--- src/hdl/ruisc_defs.svh ---
// What this block does
// - Each of the four request units owns one byte of the request status word, unit 0 lowest, and a zero bit means no condition seen.
// - Bit 0 of a unit's byte sets on error-free completion, only when that request asked for an interrupt.
// - Bit 1 sets on an error response or an error in the response payload of a non-posted transaction.
// - Bit 2 sets when the transaction was held back by an Xoff flow-control condition.
// - Bit 3 sets when the transaction type is unsupported or a field has an invalid encoding.
// - Bit 4 sets when the unit's transaction times out.
// - Bit 5 sets when the internal DMA transfer of the transaction's data failed.
// - Bit 6 sets on a retry answer to a doorbell or a refused test-and-swap with the semaphore in use.
// - Bit 7 sets when no outbound credit is available at the requested priority.
// - Writing ones to the write-only clear register at 0x268 clears the matching status bits, and zeros change nothing.
// - The event status register at 0x270 is read-only, resets to zero and holds bits 16, 11 to 8 and 2 to 0.
// - Bits 31 to 17 of the event status register always read zero.
// - Event bit 16 flags a device reset request, bits 11 to 8 port errors on ports 3 to 0, and bits 15 to 12 and 7 to 3 read zero.
// - Event bit 2 flags a logical-layer error capture, bit 1 a port-write-in, bit 0 a multicast-event symbol.
`ifndef RUISC_DEFS_SVH
`define RUISC_DEFS_SVH

`define RUISC_ADDR_W 12
`define RUISC_OFF_REQ_STATUS 12'h260
`define RUISC_OFF_REQ_CLEAR 12'h268
`define RUISC_OFF_EVT_STATUS 12'h270
`define RUISC_OFF_EVT_CLEAR 12'h278
`define RUISC_OFF_IRQ_ENABLE 12'h27c
`define RUISC_OFF_IRQ_SUMMARY 12'h264
`define RUISC_RESET_VALUE 32'h0000_0000
`define RUISC_EVT_MASK 32'h0001_0f07
`define RUISC_EVT_RESET_BIT 16
`define RUISC_EVT_PORT_LSB 8
`define RUISC_EVT_CAPTURE_BIT 2
`define RUISC_EVT_PWIN_BIT 1
`define RUISC_EVT_MCAST_BIT 0
`define RUISC_SUM_REQ_BIT 0
`define RUISC_SUM_EVT_BIT 1

`endif

--- src/hdl/ruisc_pkg.sv ---
package ruisc_pkg;

    // Per-unit condition strobes, one cycle each
    typedef struct packed {
        logic no_credit;
        logic retry_or_sema;
        logic dma_error;
        logic timeout;
        logic bad_encoding;
        logic xoff;
        logic resp_error;
        logic done_ok;
    } ruisc_unit_evt_s;

    typedef struct packed {
        logic reset_req;
        logic [3:0] port_error;
        logic capture;
        logic port_write_in;
        logic mcast_event;
    } ruisc_evt_s;

    typedef struct packed {
        logic [11:0] addr;
        logic [31:0] wdata;
        logic wr;
        logic rd;
    } ruisc_bus_s;

endpackage

--- src/hdl/ruisc_top.sv ---
// The plain strobed port is this design's own decision.
`timescale 1ns/1ps
`include "ruisc_defs.svh"
// Request-unit and event interrupt status with clear and enable
module ruisc_top (
    // Clock, reset, enable
    input wire logic sys_clk_i,
    input wire logic rst_i,
    input wire logic ce_i,
    // Register port
    input wire ruisc_pkg::ruisc_bus_s bus_i,
    output logic [31:0] rdata_o,
    // Request unit conditions
    input wire ruisc_pkg::ruisc_unit_evt_s [3:0] unit_evt_i,
    input wire logic [3:0] unit_irq_req_i,
    // Port and special events
    input wire ruisc_pkg::ruisc_evt_s evt_i,
    // Interrupt
    output logic irq_o
);
    logic [31:0] req_status_w;
    logic [31:0] evt_status_w;
    logic [31:0] evt_set_w;
    logic [7:0] evt_packed_w;
    logic [7:0] evt_flag_w;
    logic [31:0] rdata_nxt;
    logic [31:0] rdata_r;
    logic [1:0] irq_en_r;
    logic [1:0] summary_w;
    logic wr_req_clr_w;
    logic wr_evt_clr_w;
    logic wr_en_w;
    logic [31:0] req_clr_w;
    logic [31:0] evt_clr_w;
    logic [7:0] evt_clr_packed_w;

    // Address decode
    assign wr_req_clr_w = bus_i.wr && bus_i.addr == `RUISC_OFF_REQ_CLEAR;
    assign wr_evt_clr_w = bus_i.wr && bus_i.addr == `RUISC_OFF_EVT_CLEAR;
    assign wr_en_w = bus_i.wr && bus_i.addr == `RUISC_OFF_IRQ_ENABLE;

    // Ones clear, zeros leave alone
    assign req_clr_w = wr_req_clr_w ? bus_i.wdata : 32'h0000_0000;
    assign evt_clr_w = wr_evt_clr_w ? (bus_i.wdata & `RUISC_EVT_MASK) : 32'h0000_0000;

    // Unit n owns byte n
    genvar g;
    generate
        for (g = 0; g < 4; g++)
        begin : g_unit
            ruisc_unit u_unit (
                .sys_clk_i(sys_clk_i),
                .rst_i(rst_i),
                .ce_i(ce_i),
                .evt_i(unit_evt_i[g]),
                .irq_req_i(unit_irq_req_i[g]),
                .clr_i(req_clr_w[8*g +: 8]),
                .flag_o(req_status_w[8*g +: 8])
            );
        end
    endgenerate

    // Events packed into eight flags, then spread to their bit positions
    assign evt_packed_w = {evt_i.reset_req, evt_i.port_error, evt_i.capture,
        evt_i.port_write_in, evt_i.mcast_event};
    assign evt_clr_packed_w = {evt_clr_w[`RUISC_EVT_RESET_BIT],
        evt_clr_w[`RUISC_EVT_PORT_LSB +: 4], evt_clr_w[`RUISC_EVT_CAPTURE_BIT],
        evt_clr_w[`RUISC_EVT_PWIN_BIT], evt_clr_w[`RUISC_EVT_MCAST_BIT]};

    ruisc_sticky #(.W(8)) u_evt (
        .sys_clk_i(sys_clk_i),
        .rst_i(rst_i),
        .ce_i(ce_i),
        .set_i(evt_packed_w),
        .clr_i(evt_clr_packed_w),
        .flag_o(evt_flag_w)
    );

    // Reserved bits stay zero
    assign evt_set_w = {15'h0000, evt_flag_w[7], 4'h0, evt_flag_w[6:3], 5'h00,
        evt_flag_w[2:0]};
    assign evt_status_w = evt_set_w & `RUISC_EVT_MASK;

    assign summary_w = {|evt_status_w, |req_status_w};
    assign irq_o = |(summary_w & irq_en_r);

    // Read mux; write-only and unmapped read zero
    assign rdata_nxt =
        (bus_i.addr == `RUISC_OFF_REQ_STATUS) ? req_status_w :
        (bus_i.addr == `RUISC_OFF_EVT_STATUS) ? evt_status_w :
        (bus_i.addr == `RUISC_OFF_IRQ_ENABLE) ? {30'h0000_0000, irq_en_r} :
        (bus_i.addr == `RUISC_OFF_IRQ_SUMMARY) ? {30'h0000_0000, summary_w} :
        32'h0000_0000;

    always_ff @(posedge sys_clk_i or posedge rst_i)
    begin
        if (rst_i)
        begin
            rdata_r <= `RUISC_RESET_VALUE;
            irq_en_r <= 2'h0;
        end
        else if (ce_i)
        begin
            rdata_r <= bus_i.rd ? rdata_nxt : 32'h0000_0000;
            if (wr_en_w)
                irq_en_r <= bus_i.wdata[1:0];
        end
    end

    assign rdata_o = rdata_r;
endmodule

--- src/hdl/ruisc_sticky.sv ---
`timescale 1ns/1ps
// Bank of sticky flags; set wins over clear
module ruisc_sticky #(
    parameter int W = 8
) (
    // Clock and reset
    input wire logic sys_clk_i,
    input wire logic rst_i,
    input wire logic ce_i,
    // Set and clear
    input wire logic [W-1:0] set_i,
    input wire logic [W-1:0] clr_i,
    // State
    output logic [W-1:0] flag_o
);
    logic [W-1:0] flag_r;
    logic [W-1:0] flag_nxt;

    assign flag_nxt = set_i | (flag_r & ~clr_i);
    assign flag_o = flag_r;

    always_ff @(posedge sys_clk_i or posedge rst_i)
    begin
        if (rst_i)
            flag_r <= '0;
        else if (ce_i)
            flag_r <= flag_nxt;
    end
endmodule

--- src/hdl/ruisc_unit.sv ---
`timescale 1ns/1ps
// One request unit's byte of condition flags
module ruisc_unit (
    // Clock and reset
    input wire logic sys_clk_i,
    input wire logic rst_i,
    input wire logic ce_i,
    // Conditions
    input wire ruisc_pkg::ruisc_unit_evt_s evt_i,
    input wire logic irq_req_i,
    input wire logic [7:0] clr_i,
    // State
    output logic [7:0] flag_o
);
    logic [7:0] set_w;

    // Completion is reported only when the descriptor asked for it
    assign set_w[0] = evt_i.done_ok & irq_req_i;
    assign set_w[1] = evt_i.resp_error;
    assign set_w[2] = evt_i.xoff;
    assign set_w[3] = evt_i.bad_encoding;
    assign set_w[4] = evt_i.timeout;
    assign set_w[5] = evt_i.dma_error;
    assign set_w[6] = evt_i.retry_or_sema;
    assign set_w[7] = evt_i.no_credit;

    ruisc_sticky #(.W(8)) u_flags (
        .sys_clk_i(sys_clk_i),
        .rst_i(rst_i),
        .ce_i(ce_i),
        .set_i(set_w),
        .clr_i(clr_i),
        .flag_o(flag_o)
    );
endmodule

--- config.mk ---
export PLATFORM = sky130hd
export DESIGN_NAME = ruisc_top
export DESIGN_NICKNAME = d
export VERILOG_FILES = /design/src/hdl/ruisc_pkg.sv /design/src/hdl/ruisc_top.sv /design/src/hdl/ruisc_sticky.sv /design/src/hdl/ruisc_unit.sv
export VERILOG_INCLUDE_DIRS = /design/src /design/src/hdl
export SDC_FILE = /design/constraint.sdc
export NUM_CORES = 1
export LEC_CHECK = 0
export ABC_AREA = 1
export BUFFER_PORTS_ARGS = -buffer_cell sky130_fd_sc_hd__buf_2
export CAP_MARGIN = 20
export CORE_UTILIZATION = 45
export DETAILED_ROUTE_END_ITERATION = 16
export GPL_TIMING_DRIVEN = 0
export HOLD_SLACK_MARGIN = 0.06
export PLACE_DENSITY = 0.82
export SLEW_MARGIN = 20
export SYNTH_ARGS = -nofsm -noshare
export SYNTH_HDL_FRONTEND = slang
export SYNTH_SLANG_ARGS = --single-unit
--- constraint.sdc ---
create_clock -name sys_clk_i -period 1.9 [get_ports sys_clk_i]
set_clock_uncertainty 0.1 [all_clocks]
set_input_delay 0.095 -clock sys_clk_i [delete_from_list [all_inputs] [get_ports sys_clk_i]]
set_output_delay 0.095 -clock sys_clk_i [all_outputs]
set_load 0.01 [all_outputs]
==> flow_metrics.env <==
export IMPL_yosys_top_cells_area="dfrtp_1 52%, nand2_1 22%, o21ai_2 7.4%"
export IMPL_crit_arrival_ns=1.59
export IMPL_via_per_inst=4.945
export IMPL_fp_row_count=32
export IMPL_drv_cap=0
export IMPL_rrSetupSlack_ns=0.45
export IMPL_startpoint="g_unit[3].u_unit.u_flags.flag_o[4]"
export IMPL_fin_crit_sh_pct=93.96
export IMPL_postRouteAntennaNets=0
export IMPL_powerDensity_mw_per_mm2=576.3
export IMPL_post_route_util_pct=71.19
export IMPL_peakVddDrop_uv=453.6
export IMPL_tightest_slew_ns=0.6060
export IMPL_relSlewSlack_pct=59.60
export IMPL_dp_cells=678
export IMPL_dieArea_mm2=0.008301
export IMPL_syn_nets=542
export IMPL_p_sw_share_pct=24.91
export IMPL_synth_top_area_share_pct=51.82
export IMPL_leakagePower_nw=2.489
export IMPL_hpwl_um=7271
export IMPL_setup_slack_ns=0.1148
export IMPL_reg2reg_to="rdata_o[0]"
export IMPL_final_common_cell="nand2_1"
export IMPL_slew_viol_final=0
export IMPL_drc=0
export IMPL_hold_class="in2async"
export IMPL_syn_avg_cell_area_um2=7.959
export IMPL_crit_type="reg2out"
export IMPL_status="completed"
export IMPL_root_buffer="clkbuf_8"
export IMPL_pwr_share_clk_pct=38.4
export IMPL_tns_ns=0
export IMPL_clk_latency_ns=0.35
export IMPL_ys_types=21
export IMPL_worst_path_max_fanout=3
export IMPL_synthCells=449
export IMPL_core_area_mm2=0.007687
export IMPL_place_congestion=0.8918
export IMPL_dr_pass1_iters=4
export IMPL_clockBufferDepth=2
export IMPL_final_nets=769
export IMPL_p_sw_w=0.0007855
export IMPL_drtIter0Drc=232
export IMPL_nFillCells=599
export IMPL_cp_start_kind="flip-flop"
export IMPL_comb_power_share_pct=11.7
export IMPL_cts_max_level=3
export IMPL_path_clk_slew_ns=0.08
export IMPL_grt_pass1_wl_um=18980
export IMPL_clock_sinks=74
export IMPL_rsz0062_at_grt="no"
export IMPL_die_h_um=91.11
export IMPL_p_int_w=0.002368
export IMPL_place_ws_ns=0.3532
export IMPL_grt_usage_pct=29.59
export IMPL_overflow=0
export IMPL_initial_core_util_pct=46.48
export IMPL_cts_tree="built"
export IMPL_mostFrequentLayoutCells="212 x nand2_1, 127 x buf_2, 89 x dlygate4sd3_1, 74 x dfrtp_1, 40 x o21ai_0"
export IMPL_numCtsBuffers=9
export IMPL_avgRoutedWirePerCell_um=14.82
export IMPL_drive_gt1_share_pct=28.34
export IMPL_critPathRequiredTime_ns=1.70
export IMPL_vias=3872
export IMPL_r2r_start="g_unit[3].u_unit.u_flags.flag_o[4]"
export IMPL_ios=126
export IMPL_crit_end="irq_o"
export IMPL_antenna_diode_count=0
export IMPL_period_minus_slack_ns=1.785
export IMPL_hold_viol=0
export IMPL_final_setup_viol_count=0
export IMPL_final_cells=783
export IMPL_area_growth_pct=53.15
export IMPL_mappedNetlistArea_mm2=0.003573
export IMPL_reg2reg_depth=8
export IMPL_critPathCaptureType="output port"
export IMPL_seqCellArea_mm2=0.001852
export IMPL_grt_max_degree=36
export IMPL_yosysSeqAreaShare_pct=51.82
export IMPL_ys_seq_elements=74
export IMPL_io_buffers=125
export IMPL_clock_fmax_mhz=560.1
export IMPL_yosysTopAreaCell="dfrtp_1"
export IMPL_antenna_found_initial=0
export IMPL_pwr_share_seq_pct=49.9
export IMPL_grt_pass1_vias=4072
export IMPL_die_w_um=91.11
export IMPL_drt_wl_total_um=11600
export IMPL_synth_warnings=0
export IMPL_multi_input_area_mm2=0.001556
## power groups by stage
stage                     sequential [W]  clock [W]  combinational (W)
after floorplan                  0.00161          0           0.000125
after global placement           0.00161          0           0.000264
final                            0.00157    0.00121           0.000369
after global routing             0.00157    0.00128           0.000403
after detailed placement         0.00161          0           0.000278
after CTS                        0.00157    0.00121           0.000358
## what timing repair did
item / in CTS / in global routing
endpoints found under the setup margin: 0 / 7
resized for setup: 0 / 6
endpoints found under the hold margin: 118 / 0
setup buffers: 0 / 0
hold buffers: 89 / 0
## critical path, cell delays in order (launching register included)
cell and delay [ns]:
dfrtp_1 0.41, nor2_1 0.13, nand2_1 0.07, nor2_2 0.15, nand2_1 0.09, o21ai_0 0.17, nand2_1 0.08, buf_2 0.14
## state kept, by name (all words and copies together), names as in the netlist
register                      count
irq_en_r                          2
u_evt.flag_o                      8
rdata_o                          32
g_unit.u_unit.u_flags.flag_o     32
## metrics by stage
stage | hold slack, ns | instance area [um2] | power (W)
floorplan | 0.1116 | 3577 | 0.001731
global placement | 0.1973 | 4330 | 0.001870
detailed placement | -0.07061 | 4370 | 0.001884
CTS | 0.1120 | 5461 | 0.003142
global route | 0.1227 | 5473 | 0.003257
finish | 0.1086 | 5473 | 0.003154
## per-layer routing
metal  GRT usage [%]  part of all wire (%)
met5               0                     0
met4           11.90                   2.2
met3           4.606                   5.4
met2           53.47                    51
met1           35.04                    41
## cell families (layout without fill, tap and decap cells)
logic type / after synthesis / count (layout) / synth area share, %
and+or+nand+nor: 266 / 266 / 29.76
buffers and inverters: 36 / 268 / 4.902
DFF: 74 / 74 / 51.82
AOI/OAI and AO/OA: 73 / 73 / 13.52
## area by class of cell
cell class              instances  area share (%)
flip-flops and latches         74           33.84
multi-input cells             339           28.44
repair buffers                216           28.44
clock buffers                  13           3.269
well taps                     102           2.332
plain buffers                  19           2.058
inverters                      17           1.235
clock inverters                 3          0.3887
## worst min path at each step
stage	depth (start not counted)	end	startpoint
finish	3	rdata_o[28]	rst_i
global route	3	rdata_o[29]	rst_i
CTS	3	rdata_o[28]	rst_i
detailed placement	2	rdata_o[28]	rst_i
global placement	3	g_unit[0].u_unit.u_flags.flag_o[2]	unit_evt_i[2]
floorplan	2	g_unit[0].u_unit.u_flags.flag_o[1]	unit_evt_i[1]
## cell usage after synthesis (all sizes together)
master  count
buf        10
clkbuf      9
dfrtp      74
inv        17
nand2     215
nand3      16
nand4       3
nor2       29
nor3        3
o211ai      2
o21ai      71
Power figures use the tool's default switching activity.
